## config.mk

```make
export PLATFORM = sky130hd
export DESIGN_NAME = fdis_top
export DESIGN_NICKNAME = d
export VERILOG_FILES = /design/src/fdis_pkg.sv /design/src/fdis_flags.sv /design/src/fdis_top.sv
export SDC_FILE = /design/constraint.sdc
export NUM_CORES = 1
export LEC_CHECK = 0
export BUFFER_PORTS_ARGS = -buffer_cell sky130_fd_sc_hd__buf_2
export CAP_MARGIN = 15
export CELL_PAD_IN_SITES_DETAIL_PLACEMENT = 0
export CELL_PAD_IN_SITES_GLOBAL_PLACEMENT = 1
export CORE_ASPECT_RATIO = 0.75
export CORE_MARGIN = 2
export CORE_UTILIZATION = 27
export DETAILED_ROUTE_END_ITERATION = 12
export PLACE_DENSITY = 0.9
export SLEW_MARGIN = 40
export SYNTH_ARGS = -nofsm -noshare
export SYNTH_HDL_FRONTEND = slang
export SYNTH_SLANG_ARGS = --single-unit
```

## constraint.sdc

```tcl
create_clock -name clock -period 2.75 [get_ports clock]
set_input_delay 0.4125 -clock clock [delete_from_list [all_inputs] [get_ports clock]]
set_output_delay 0.4125 -clock clock [all_outputs]
set_load 0.05 [all_outputs]
```

## src/fdis_pkg.sv

```systemverilog
// Purpose: Shared constants for the framer and data-link interrupt status block
// Assumes: AHB-Lite register bus, 8-bit registers in the low byte of each word
// Notes:   Offsets are byte addresses decoded on haddr[7:0]
package fdis_pkg;

    // Register geometry
    localparam int unsigned    FDIS_REG_W      = 8;
    localparam int unsigned    FDIS_DATA_W     = 32;
    localparam int unsigned    FDIS_ADDR_W     = 32;
    localparam int unsigned    FDIS_DEC_W      = 8;
    localparam int unsigned    FDIS_NFLAG      = 5;

    // Register offsets
    localparam logic [7:0]     OFF_FRAMER_IRQ_ENABLE  = 8'h00;
    localparam logic [7:0]     OFF_FRAMER_IRQ_STATUS  = 8'h04;
    localparam logic [7:0]     OFF_LINK_CTRL1_STATUS  = 8'h08;
    localparam logic [7:0]     OFF_LINK_CTRL1_ENABLE  = 8'h0C;

    // Reset values
    localparam logic [7:0]     REG_RESET       = 8'h00;
    localparam logic [31:0]    WORD_ZERO       = 32'h0000_0000;

    // Framer enable and status bit positions
    localparam int unsigned    BIT_CRC_ERROR   = 1;
    localparam int unsigned    BIT_FRAMING_ERR = 0;

    // Data-link status and enable bit positions
    localparam int unsigned    BIT_MSG_KIND    = 7;
    localparam int unsigned    BIT_TX_BEGIN    = 6;
    localparam int unsigned    BIT_RX_BEGIN    = 5;
    localparam int unsigned    BIT_TX_DONE     = 4;

    // Sticky flag indices
    localparam int unsigned    FLG_FE          = 0;
    localparam int unsigned    FLG_CRC         = 1;
    localparam int unsigned    FLG_TXD         = 2;
    localparam int unsigned    FLG_RXB         = 3;
    localparam int unsigned    FLG_TXB         = 4;

    // Message kind encoding
    localparam logic           KIND_BIT_ORIENTED = 1'b0;
    localparam logic           KIND_MSG_ORIENTED = 1'b1;

    // AHB-Lite encodings
    localparam logic [1:0]     HTRANS_NONSEQ   = 2'h2;
    localparam logic [2:0]     HSIZE_WORD      = 3'h2;
    localparam logic           HRESP_OKAY      = 1'b0;

    typedef enum logic [2:0] {
        SEL_NONE  = 3'b000,
        SEL_FRM_EN = 3'b001,
        SEL_FRM_ST = 3'b010,
        SEL_LNK_ST = 3'b011,
        SEL_LNK_EN = 3'b100
    } fdis_sel_t;

    typedef enum logic {
        BUS_IDLE = 1'b0,
        BUS_WAIT = 1'b1
    } fdis_bus_st_t;

endpackage

```

## src/fdis_flags.sv

```systemverilog
// Purpose: Sticky event flags, cleared on request
// Assumes: Set and clear come from logic on the same clock
// Notes:   A set in the clearing cycle keeps the flag high
`timescale 1ns/1ps
module fdis_flags #(
    parameter int unsigned W = 5
) (
    input  wire logic          clock,
    input  wire logic          rst_n,
    input  wire logic [W-1:0]  set,
    input  wire logic [W-1:0]  clear,
    output logic      [W-1:0]  flags
);

    typedef struct packed {
        logic [W-1:0] flags;
    } fdis_flags_st_t;

    fdis_flags_st_t s_q;
    fdis_flags_st_t s_d;

    always_comb begin
        s_d       = s_q;
        // Set wins over clear
        s_d.flags = set | (s_q.flags & ~clear);
    end

    always_ff @(posedge clock) begin
        if (!rst_n) begin
            s_q <= '0;
        end else begin
            s_q <= s_d;
        end
    end

    assign flags = s_q.flags;

endmodule

```

## src/fdis_top.sv

```systemverilog
// Purpose: Interrupt enables and read-to-clear status for framer errors and data-link events
// Assumes: Event inputs are one-cycle pulses from engines on the same clock
// Notes:   Every selected NONSEQ word transfer takes one wait state; other transfers are ignored and take none
//
// Local design decisions: the register addresses and register access over AHB-Lite.
`timescale 1ns/1ps
module fdis_top (
    input  wire logic         clock,
    input  wire logic         rst_n,
    // AHB-Lite slave
    input  wire logic         hsel,
    input  wire logic [31:0]  haddr,
    input  wire logic [1:0]   htrans,
    input  wire logic         hwrite,
    input  wire logic [2:0]   hsize,
    input  wire logic [31:0]  hwdata,
    input  wire logic         hready,
    output logic              hreadyout,
    output logic              hresp,
    output logic      [31:0]  hrdata,
    // Framer events
    input  wire logic         crc_error_evt,
    input  wire logic         framing_bit_error_evt,
    // Data-link events
    input  wire logic         tx_message_begin_evt,
    input  wire logic         rx_message_begin_evt,
    input  wire logic         tx_message_done_evt,
    input  wire logic         rx_message_kind_valid,
    input  wire logic         message_oriented_signaling,
    // Combined interrupt
    output logic              irq
);

    typedef struct packed {
        fdis_pkg::fdis_bus_st_t bus;
        fdis_pkg::fdis_sel_t    sel;
        logic                   wr;
        logic                   crc_error_irq_enable;
        logic                   framing_bit_error_irq_enable;
        logic                   tx_begin_irq_enable;
        logic                   rx_begin_irq_enable;
        logic                   tx_done_irq_enable;
        logic                   received_message_kind;
        logic [31:0]            hrdata;
        logic                   hready;
        logic                   irq;
    } fdis_st_t;

    localparam fdis_st_t ST_RESET = '{
        bus:                          fdis_pkg::BUS_IDLE,
        sel:                          fdis_pkg::SEL_NONE,
        wr:                           1'b0,
        crc_error_irq_enable:         1'b0,
        framing_bit_error_irq_enable: 1'b0,
        tx_begin_irq_enable:          1'b0,
        rx_begin_irq_enable:          1'b0,
        tx_done_irq_enable:           1'b0,
        received_message_kind:        fdis_pkg::KIND_BIT_ORIENTED,
        hrdata:                       fdis_pkg::WORD_ZERO,
        hready:                       1'b1,
        irq:                          1'b0
    };

    fdis_st_t                       s_q;
    fdis_st_t                       s_d;
    logic [fdis_pkg::FDIS_NFLAG-1:0] flag_set;
    logic [fdis_pkg::FDIS_NFLAG-1:0] flag_clr;
    logic [fdis_pkg::FDIS_NFLAG-1:0] flags;
    logic [fdis_pkg::FDIS_NFLAG-1:0] enables;
    logic [fdis_pkg::FDIS_NFLAG-1:0] masked;
    logic                           accept;

    function automatic fdis_pkg::fdis_sel_t decode_sel(input logic [7:0] a);
        fdis_pkg::fdis_sel_t r;
        r = fdis_pkg::SEL_NONE;
        if (a == fdis_pkg::OFF_FRAMER_IRQ_ENABLE) begin
            r = fdis_pkg::SEL_FRM_EN;
        end else if (a == fdis_pkg::OFF_FRAMER_IRQ_STATUS) begin
            r = fdis_pkg::SEL_FRM_ST;
        end else if (a == fdis_pkg::OFF_LINK_CTRL1_STATUS) begin
            r = fdis_pkg::SEL_LNK_ST;
        end else if (a == fdis_pkg::OFF_LINK_CTRL1_ENABLE) begin
            r = fdis_pkg::SEL_LNK_EN;
        end
        return r;
    endfunction

    function automatic logic [31:0] read_word(input fdis_pkg::fdis_sel_t sel, input fdis_st_t s,
                                              input logic [fdis_pkg::FDIS_NFLAG-1:0] f);
        logic [7:0] b;
        b = fdis_pkg::REG_RESET;
        unique case (sel)
            fdis_pkg::SEL_FRM_EN: begin
                b[fdis_pkg::BIT_CRC_ERROR]   = s.crc_error_irq_enable;
                b[fdis_pkg::BIT_FRAMING_ERR] = s.framing_bit_error_irq_enable;
            end
            fdis_pkg::SEL_FRM_ST: begin
                b[fdis_pkg::BIT_CRC_ERROR]   = f[fdis_pkg::FLG_CRC];
                b[fdis_pkg::BIT_FRAMING_ERR] = f[fdis_pkg::FLG_FE];
            end
            fdis_pkg::SEL_LNK_ST: begin
                b[fdis_pkg::BIT_MSG_KIND] = s.received_message_kind;
                b[fdis_pkg::BIT_TX_BEGIN] = f[fdis_pkg::FLG_TXB];
                b[fdis_pkg::BIT_RX_BEGIN] = f[fdis_pkg::FLG_RXB];
                b[fdis_pkg::BIT_TX_DONE]  = f[fdis_pkg::FLG_TXD];
            end
            fdis_pkg::SEL_LNK_EN: begin
                b[fdis_pkg::BIT_TX_BEGIN] = s.tx_begin_irq_enable;
                b[fdis_pkg::BIT_RX_BEGIN] = s.rx_begin_irq_enable;
                b[fdis_pkg::BIT_TX_DONE]  = s.tx_done_irq_enable;
            end
            fdis_pkg::SEL_NONE: begin
                b = fdis_pkg::REG_RESET;
            end
            default: begin
                b = fdis_pkg::REG_RESET;
            end
        endcase
        return {24'h00_0000, b};
    endfunction

    assign accept = hsel && hready && (htrans == fdis_pkg::HTRANS_NONSEQ) && (hsize == fdis_pkg::HSIZE_WORD);

    // Events map straight to flags, with no dependence on frame sync
    always_comb begin
        flag_set                     = '0;
        flag_set[fdis_pkg::FLG_CRC]  = crc_error_evt;
        flag_set[fdis_pkg::FLG_FE]   = framing_bit_error_evt;
        flag_set[fdis_pkg::FLG_TXB]  = tx_message_begin_evt;
        flag_set[fdis_pkg::FLG_RXB]  = rx_message_begin_evt;
        flag_set[fdis_pkg::FLG_TXD]  = tx_message_done_evt;
    end

    always_comb begin
        enables                     = '0;
        enables[fdis_pkg::FLG_CRC]  = s_q.crc_error_irq_enable;
        enables[fdis_pkg::FLG_FE]   = s_q.framing_bit_error_irq_enable;
        enables[fdis_pkg::FLG_TXB]  = s_q.tx_begin_irq_enable;
        enables[fdis_pkg::FLG_RXB]  = s_q.rx_begin_irq_enable;
        enables[fdis_pkg::FLG_TXD]  = s_q.tx_done_irq_enable;
        masked                      = flags & enables;
    end

    // Read of a status register clears its event flags
    always_comb begin
        flag_clr = '0;
        if (s_q.bus == fdis_pkg::BUS_WAIT && !s_q.wr) begin
            if (s_q.sel == fdis_pkg::SEL_FRM_ST) begin
                flag_clr[fdis_pkg::FLG_CRC] = 1'b1;
                flag_clr[fdis_pkg::FLG_FE]  = 1'b1;
            end
            if (s_q.sel == fdis_pkg::SEL_LNK_ST) begin
                flag_clr[fdis_pkg::FLG_TXB] = 1'b1;
                flag_clr[fdis_pkg::FLG_RXB] = 1'b1;
                flag_clr[fdis_pkg::FLG_TXD] = 1'b1;
            end
        end
    end

    fdis_flags #(
        .W(fdis_pkg::FDIS_NFLAG)
    ) u_flags (
        .clock (clock),
        .rst_n (rst_n),
        .set   (flag_set),
        .clear (flag_clr),
        .flags (flags)
    );

    always_comb begin
        s_d     = s_q;
        s_d.irq = |masked;
        if (rx_message_kind_valid) begin
            s_d.received_message_kind = message_oriented_signaling;
        end
        unique case (s_q.bus)
            fdis_pkg::BUS_IDLE: begin
                if (accept) begin
                    s_d.bus    = fdis_pkg::BUS_WAIT;
                    s_d.sel    = decode_sel(haddr[fdis_pkg::FDIS_DEC_W-1:0]);
                    s_d.wr     = hwrite;
                    s_d.hready = 1'b0;
                end
            end
            fdis_pkg::BUS_WAIT: begin
                s_d.bus    = fdis_pkg::BUS_IDLE;
                s_d.hready = 1'b1;
                if (s_q.wr) begin
                    s_d.hrdata = fdis_pkg::WORD_ZERO;
                    if (s_q.sel == fdis_pkg::SEL_FRM_EN) begin
                        s_d.crc_error_irq_enable         = hwdata[fdis_pkg::BIT_CRC_ERROR];
                        s_d.framing_bit_error_irq_enable = hwdata[fdis_pkg::BIT_FRAMING_ERR];
                    end
                    if (s_q.sel == fdis_pkg::SEL_LNK_EN) begin
                        s_d.tx_begin_irq_enable = hwdata[fdis_pkg::BIT_TX_BEGIN];
                        s_d.rx_begin_irq_enable = hwdata[fdis_pkg::BIT_RX_BEGIN];
                        s_d.tx_done_irq_enable  = hwdata[fdis_pkg::BIT_TX_DONE];
                    end
                end else begin
                    s_d.hrdata = read_word(s_q.sel, s_q, flags);
                end
            end
        endcase
    end

    always_ff @(posedge clock) begin
        if (!rst_n) begin
            s_q <= ST_RESET;
        end else begin
            s_q <= s_d;
        end
    end

    assign hreadyout = s_q.hready;
    assign hrdata    = s_q.hrdata;
    assign hresp     = fdis_pkg::HRESP_OKAY;
    assign irq       = s_q.irq;

    // Checks

    property p_crc_flag;
        @(posedge clock) disable iff (!rst_n)
        crc_error_evt |=> flags[fdis_pkg::FLG_CRC];
    endproperty
    a_crc_flag: assert property (p_crc_flag) else $error("crc event did not set flag");

    property p_crc_irq;
        @(posedge clock) disable iff (!rst_n)
        (crc_error_evt && s_q.crc_error_irq_enable && !(s_q.bus == fdis_pkg::BUS_WAIT && s_q.wr))
            |=> ##1 irq;
    endproperty
    a_crc_irq: assert property (p_crc_irq) else $error("enabled crc event gave no irq");

    property p_fe_irq;
        @(posedge clock) disable iff (!rst_n)
        (framing_bit_error_evt && s_q.framing_bit_error_irq_enable && !(s_q.bus == fdis_pkg::BUS_WAIT && s_q.wr))
            |=> ##1 irq;
    endproperty
    a_fe_irq: assert property (p_fe_irq) else $error("enabled framing event gave no irq");

    property p_fe_flag;
        @(posedge clock) disable iff (!rst_n)
        framing_bit_error_evt |=> flags[fdis_pkg::FLG_FE];
    endproperty
    a_fe_flag: assert property (p_fe_flag) else $error("framing event did not set flag");

    property p_kind_hold;
        @(posedge clock) disable iff (!rst_n)
        !rx_message_kind_valid |=> $stable(s_q.received_message_kind);
    endproperty
    a_kind_hold: assert property (p_kind_hold) else $error("message kind changed without strobe");

    property p_kind_load;
        @(posedge clock) disable iff (!rst_n)
        rx_message_kind_valid |=> s_q.received_message_kind == $past(message_oriented_signaling);
    endproperty
    a_kind_load: assert property (p_kind_load) else $error("message kind not loaded");

    property p_txb_flag;
        @(posedge clock) disable iff (!rst_n)
        tx_message_begin_evt |=> flags[fdis_pkg::FLG_TXB];
    endproperty
    a_txb_flag: assert property (p_txb_flag) else $error("tx begin did not set flag");

    property p_rxb_flag;
        @(posedge clock) disable iff (!rst_n)
        rx_message_begin_evt |=> flags[fdis_pkg::FLG_RXB];
    endproperty
    a_rxb_flag: assert property (p_rxb_flag) else $error("rx begin did not set flag");

    property p_txd_flag;
        @(posedge clock) disable iff (!rst_n)
        tx_message_done_evt |=> flags[fdis_pkg::FLG_TXD];
    endproperty
    a_txd_flag: assert property (p_txd_flag) else $error("tx done did not set flag");

    property p_read_clears;
        @(posedge clock) disable iff (!rst_n)
        (s_q.bus == fdis_pkg::BUS_WAIT && !s_q.wr && s_q.sel == fdis_pkg::SEL_LNK_ST
            && !tx_message_begin_evt && !rx_message_begin_evt && !tx_message_done_evt)
            |=> !flags[fdis_pkg::FLG_TXB] && !flags[fdis_pkg::FLG_RXB] && !flags[fdis_pkg::FLG_TXD]
                && hrdata[fdis_pkg::BIT_TX_BEGIN] == $past(flags[fdis_pkg::FLG_TXB]);
    endproperty
    a_read_clears: assert property (p_read_clears) else $error("status read did not clear");

    property p_irq_match;
        @(posedge clock) disable iff (!rst_n)
        ##1 irq == $past(|masked);
    endproperty
    a_irq_match: assert property (p_irq_match) else $error("irq does not follow enabled flags");

    property p_bus_wait;
        @(posedge clock) disable iff (!rst_n)
        (accept && s_q.bus == fdis_pkg::BUS_IDLE) |=> !hreadyout ##1 hreadyout;
    endproperty
    a_bus_wait: assert property (p_bus_wait) else $error("bus wait state not one cycle");

    property p_fstat_clears;
        @(posedge clock) disable iff (!rst_n)
        (s_q.bus == fdis_pkg::BUS_WAIT && !s_q.wr && s_q.sel == fdis_pkg::SEL_FRM_ST
            && !crc_error_evt && !framing_bit_error_evt)
            |=> !flags[fdis_pkg::FLG_CRC] && !flags[fdis_pkg::FLG_FE];
    endproperty
    a_fstat_clears: assert property (p_fstat_clears) else $error("framer status read did not clear");

    property p_irq_masked;
        @(posedge clock) disable iff (!rst_n)
        (!s_q.crc_error_irq_enable && !s_q.framing_bit_error_irq_enable && !s_q.tx_begin_irq_enable
            && !s_q.rx_begin_irq_enable && !s_q.tx_done_irq_enable) |=> !irq;
    endproperty
    a_irq_masked: assert property (p_irq_masked) else $error("irq raised with all enables off");

    property p_fen_hold;
        @(posedge clock) disable iff (!rst_n)
        !(s_q.bus == fdis_pkg::BUS_WAIT && s_q.wr)
            |=> $stable(s_q.crc_error_irq_enable) && $stable(s_q.framing_bit_error_irq_enable);
    endproperty
    a_fen_hold: assert property (p_fen_hold) else $error("framer enable changed without write");

    property p_len_hold;
        @(posedge clock) disable iff (!rst_n)
        !(s_q.bus == fdis_pkg::BUS_WAIT && s_q.wr)
            |=> $stable(s_q.tx_begin_irq_enable) && $stable(s_q.rx_begin_irq_enable)
                && $stable(s_q.tx_done_irq_enable);
    endproperty
    a_len_hold: assert property (p_len_hold) else $error("link enable changed without write");

    property p_kind_read;
        @(posedge clock) disable iff (!rst_n)
        (s_q.bus == fdis_pkg::BUS_WAIT && !s_q.wr && s_q.sel == fdis_pkg::SEL_LNK_ST)
            |=> hrdata[fdis_pkg::BIT_MSG_KIND] == $past(s_q.received_message_kind);
    endproperty
    a_kind_read: assert property (p_kind_read) else $error("status read lost message kind");

    property p_txb_irq;
        @(posedge clock) disable iff (!rst_n)
        (tx_message_begin_evt && s_q.tx_begin_irq_enable && !(s_q.bus == fdis_pkg::BUS_WAIT && s_q.wr))
            |=> ##1 irq;
    endproperty
    a_txb_irq: assert property (p_txb_irq) else $error("enabled tx begin gave no irq");

endmodule

```

======== Word level (Yosys, flattened, before mapping) ========
Cells that the tools add are included.
storage, ports and cells
  register bits after elaboration ......... 50
  input port bits ......................... 81
  output and inout port bits .............. 35
  logic and storage cells ................. 53
operators by class
  eq/ne operators ......................... 10
  muxes and demuxes ....................... 15
  bitwise logic cells ..................... 5
  reductions and logical operators ........ 10
operators by type and width
  cell                                                                   count
  8-bit by 4-bit equality test with 1-bit output, second input constant  2
  3-bit 2-to-1 mux                                                       5
  5-bit bitwise AND                                                      2
  5-bit 2-to-1 mux                                                       2
  3-bit by 2-bit equality test with 1-bit output, second input constant  3
  8-bit by 3-bit equality test with 1-bit output, second input constant  1
  8-bit zero test                                                        1
  8-bit 2-to-1 mux                                                       1
  3-bit case mux with 2 select lines                                     1
  3-bit AND reduction                                                    2
  5-bit inverter                                                         1
  5-bit bitwise OR                                                       1
  5-bit OR reduction                                                     1
  1-bit logical AND                                                      4
  1-bit case mux with 2 select lines                                     2
  2-bit case mux with 2 select lines                                     1
  3-bit by 1-bit equality test with 1-bit output, second input constant  1
  3-bit equality test, second input constant                             1
  2-bit equality test, second input constant                             1
  1-bit 2-to-1 mux                                                       2
  2-bit 2-to-1 mux                                                       1
  2-bit != test, second input constant                                   1
  2-bit AND reduction                                                    1
  1-bit zero test                                                        1
  1-bit inverter                                                         1

======== Longest topological paths before layout ========
  depth after elaboration ................. 7
  gate-level depth with buffers ........... 4
  gate-level depth less buffers ........... 3

======== By module ========
Synthesis repeated with hierarchy kept, for this count alone.
unflattened totals
  cells, all modules ...................... 148
  area total of the unflattened synthesis .. 1,392.6 µm²
modules (own cells, without submodules)
  module      instances  cells an instance  area each (µm²)  sequential area each (µm²)
  fdis_top    1          133                1,186.1          380.4
  fdis_flags  1          15                 206.4            100.1

======== Least setup slack after synthesis ========
No wires, ideal clock.
  path kind ............................... in2reg
  from .................................... input port haddr[5]
  to ...................................... register s_q[42] in the netlist's numbering
  setup time .............................. 88 ps
  data arrival time ....................... 1,055 ps
  required time ........................... 2,662 ps
  path slack .............................. 1,607 ps
  stages .................................. 3
  buffers on the path ..................... 0
  cell sequence ........................... nor4_4 -> nand4_2 -> o32ai_2
between the ends
  longest elaborated chain between the ends .. 4
  elaborated cells on any way between the ends .. 6
  those cells by class .................... 2 x eq/ne; 3 x mux; 1 x reduce/logical
ends and longest elaborated chain
  element                                         RTL line         RTL
  start: declaration                              fdis_top.sv:12   input wire logic [31:0] haddr,
  8-bit by 4-bit equality test with 1-bit output  fdis_top.sv:80   end else if (a == fdis_pkg::OFF_LINK_CTRL1_STATUS) begin
  3-bit 2-to-1 mux                                fdis_top.sv:80
  3-bit 2-to-1 mux                                fdis_top.sv:78   end else if (a == fdis_pkg::OFF_FRAMER_IRQ_STATUS) begin
  3-bit 2-to-1 mux (*)                            fdis_top.sv:76   if (a == fdis_pkg::OFF_FRAMER_IRQ_ENABLE) begin
  end signal: assignment                          fdis_top.sv:208  s_q <= ST_RESET;
  end signal: assignment                          fdis_top.sv:210  s_q <= s_d;
  end: declaration                                fdis_top.sv:64   fdis_st_t s_q;
Mark *: on every way between the ends. The rest lies on a longest branch, timed or not.
A chain may end at the register's enable or synchronous reset.

======== Worst setup path after layout ========
  from .................................... register s_q[43] in the netlist's numbering
  to ...................................... register s_q (netlist bit hrdata[5])
between the ends
  longest elaborated chain between the ends .. 3
  elaborated cells on any way between the ends .. 4
  those cells by class .................... 2 x eq/ne; 2 x mux
ends and longest elaborated chain
  element                                                                                RTL line         RTL
  3-bit equality test or 3-bit by 2-bit equality test with 1-bit output (tied branches)  fdis_top.sv:92   unique case (sel)
  3-bit case mux with 2 select lines (*)                                                 fdis_top.sv:92
  8-bit 2-to-1 mux (*)                                                                   fdis_top.sv:188  if (s_q.wr) begin
Marks and branches as above.

==> flow_summary.yaml <==
floorplanning:
  dieArea_mm2: 0.00555
  dieHeight_um: 65.0
  core_mm2: 0.00484
  rows: 22
  initial_core_util: 0.277
  ios: 116
  die_w_um: 85.3
clock_tree:
  clockBufferDepth: 2
  cts_setup_buffers: 0
  ctsResizeCount: 0
  clock-root-buffer: "clkbuf_8"
  cts.clk_slew.worst_paths_ns: 0.09
  htree_levels: 1
  clk_latency_ns: 0.27
  cts-buffers-inserted: 3
  cts_tree: "built"
  cts_hold_buffers: 0
  clkSinkCount: 24
cells_and_area:
  final_nets: 261
  synthToLayoutAreaGrowth_pct: 12.4
  drive_above_1_share: 0.274
  fin_util: 0.311
  ff_latch_area_um2: 480
  multi_input_area_um2: 668
  filler_cell_count: 538
  antenna_cells: 0
worst_setup_path:
  worstPathRequired_ns: 2.91
  regToRegSetupSlack_ns: 1.46
  cp_max_fo: 8
  r2r_cells: 3
  worstSetupPathType: "reg2reg"
  arrival_ns: 1.45
  r2r-start: "s_q[43]"
  worst_r2r_endpoint: "hrdata[5]"
  critPathLaunchType: "flop"
  worst_setup_path_end_kind: "flop"
timing:
  setup_tns_ns: 0
  hold_violations: 0
  finalSetupViolCount: 0
  post-route-period-util: 0.468
  rsz0062_at_grt: "no"
  fmaxAchievable_ghz: 0.777
  fin_skew_ns: 0.00463
  slew_violations: 0
  finalCriticalPeriod_ns: 1.29
global_routing:
  track_usage: 0.101
  gr-total-overflow: 0
  grt_pass1_vias: 978
  grt_pass1_wl_mm: 4.51
  grt_max_degree: 19
  grt_antenna_before_repair: 0
placed_design:
  io_buffer_count: 37
  gp_congestion: 0.801
  dpl.hpwl_mm: 2.11
power:
  power.density_mw_per_mm2: 529
  p_leak_nw: 0.654
  ir_drop_mv: 0.201
routing:
  vias: 1036
  drc_errors: 0
  antenna_left: 0
  detail_route.wl_per_cell_um: 11.5
  drt_wl_total_mm: 2.74
  avgViaCountPerCell: 4.33
  first_iter_violations: 70
  firstDrtPassIters: 5
synthesis:
  syn_inst: 147
  ys_seq_elements: 24
  yosysTopAreaCell: "dfxtp_1"
  synth_top_area_frac: 0.359
  ys_seq_area_frac: 0.359
  syn_area_mm2: 0.00134
  syn_avg_cell_area_um2: 9.12
  ys_types: 40
  yosys-top-cells-area: "dfxtp_1 36%, buf_4 18%, a21oi_1 4.9%"
  ys_warn_count: 0
min_path:
  hold_class: "in2reg"
  hold_start: "rx_message_begin_evt"
  hold_path_depth: 3
  hold_end: "u_flags.flags[3]"
status:
  outcome: "completed"
job:
  cap_violations: 0
## cells in the final DEF (no fill, tap or decap), types with 2 or more instances in the layout
| cell type | n |
|---|---|
| nand2b_1 | 2 |
| o21ai_1 | 8 |
| nand4bb_1 | 3 |
| nor2b_1 | 4 |
| conb_1 | 27 |
| inv_1 | 6 |
| o31ai_1 | 2 |
| dfxtp_1 | 24 |
| a21oi_1 | 13 |
| and4bb_1 | 2 |
| nand3_1 | 6 |
| and2_1 | 5 |
| a221o_1 | 5 |
| buf_2 | 37 |
| o21ai_0 | 2 |
| nand2_1 | 2 |
| nor2_1 | 6 |
| clkbuf_8 | 3 |
## routing by layer
layer	global-route usage	share of wire	wire, um	up-vias
li1	-	-	-	525
met1	0.141	0.48	1320	470
met2	0.149	0.43	1180	33
met3	0.0204	0.062	169	8
met4	0.0476	0.026	72	0
met5	0	0	0	-
## report_power, final
group	leakage (nW)	switching [W]	internal, W	total, W
clock network	0.0357	0.000113	0.000195	0.000308
logic	0.423	0.000106	0.0000251	0.000131
registers	0.195	0.00000503	0.000354	0.000359
## flip-flops by register name (all words and copies together) (netlist names)
signal         cells
s_q                6
hreadyout          1
hrdata             6
enables            5
irq                1
u_flags.flags      5
## worst max-delay path by stage
stage / from / to / depth (start not counted) / slack [ns]
after floorplan: haddr[5] / s_q[42] / 3 / 1.61
after global routing: s_q[43] / hrdata[4] / 3 / 1.35
final: s_q[43] / hrdata[5] / 3 / 1.46
after detailed placement: rst_n / hrdata[5] / 4 / 1.29
after CTS: s_q[43] / hrdata[5] / 3 / 1.43
after global placement: rst_n / hrdata[5] / 4 / 1.31
## synthesized netlist by cell type, drive strengths merged
library cell and count:
nand3 6, nor4bb 1, conb 1, xnor2 1
and4bb 2, a21oi 13, nand4bb 3, nor2 6
o31ai 2, and2 5, inv 7, nand4b 1
mux2i 1, nand3b 2, nor3 2, and3b 1
o32ai 2, nand2b 3, nor4 2, nand2 2
o21a 1, buf 35, dfxtp 24, a222oi 1
a21o 1, o21ai 10, a221o 5, a22oi 1
nand4 2, nor2b 4
## worst max-delay path, stage by stage (launching register included)
cell	delay [ns]
dfxtp_1	0.47
nand2b_2	0.27
nor3_2	0.08
a221o_1	0.36
## kinds of logic (layout without fill, tap and decap cells)
kind of cell | after synthesis | count (layout) | share of synthesized area
muxes | 1 | 1 | 0.00747
buffers and inverters | 42 | 48 | 0.216
xor gates and xnor gates | 1 | 1 | 0.00654
AOI/OAI and AO/OA | 36 | 36 | 0.177
and+or+nand+nor | 42 | 42 | 0.232
DFF | 24 | 24 | 0.359
other | 1 | 27 | 0.00280
## metrics by stage
step / area [um^2] / hold WS (ns) / setup WS (ns) / cells / total power [W]
after CTS: 1510 / 0.365 / 1.43 / 239 / 0.000800
after detailed placement: 1440 / 0.438 / 1.29 / 235 / 0.000497
final: 1510 / 0.368 / 1.46 / 239 / 0.000797
after floorplan: 1440 / 0.460 / 1.61 / 173 / 0.000496
after global routing: 1510 / 0.379 / 1.35 / 239 / 0.000825
after global placement: 1440 / 0.436 / 1.31 / 235 / 0.000496
## layout make-up
type,instances,share of cell area
Multi-Input combinational cell,107,0.444
Sequential cell,24,0.319
Timing Repair Buffer,37,0.123
Tap cell,60,0.0498
Clock buffer,3,0.0274
Clock inverter,1,0.0199
Inverter,7,0.0174
(Power assumes the default switching activity.)
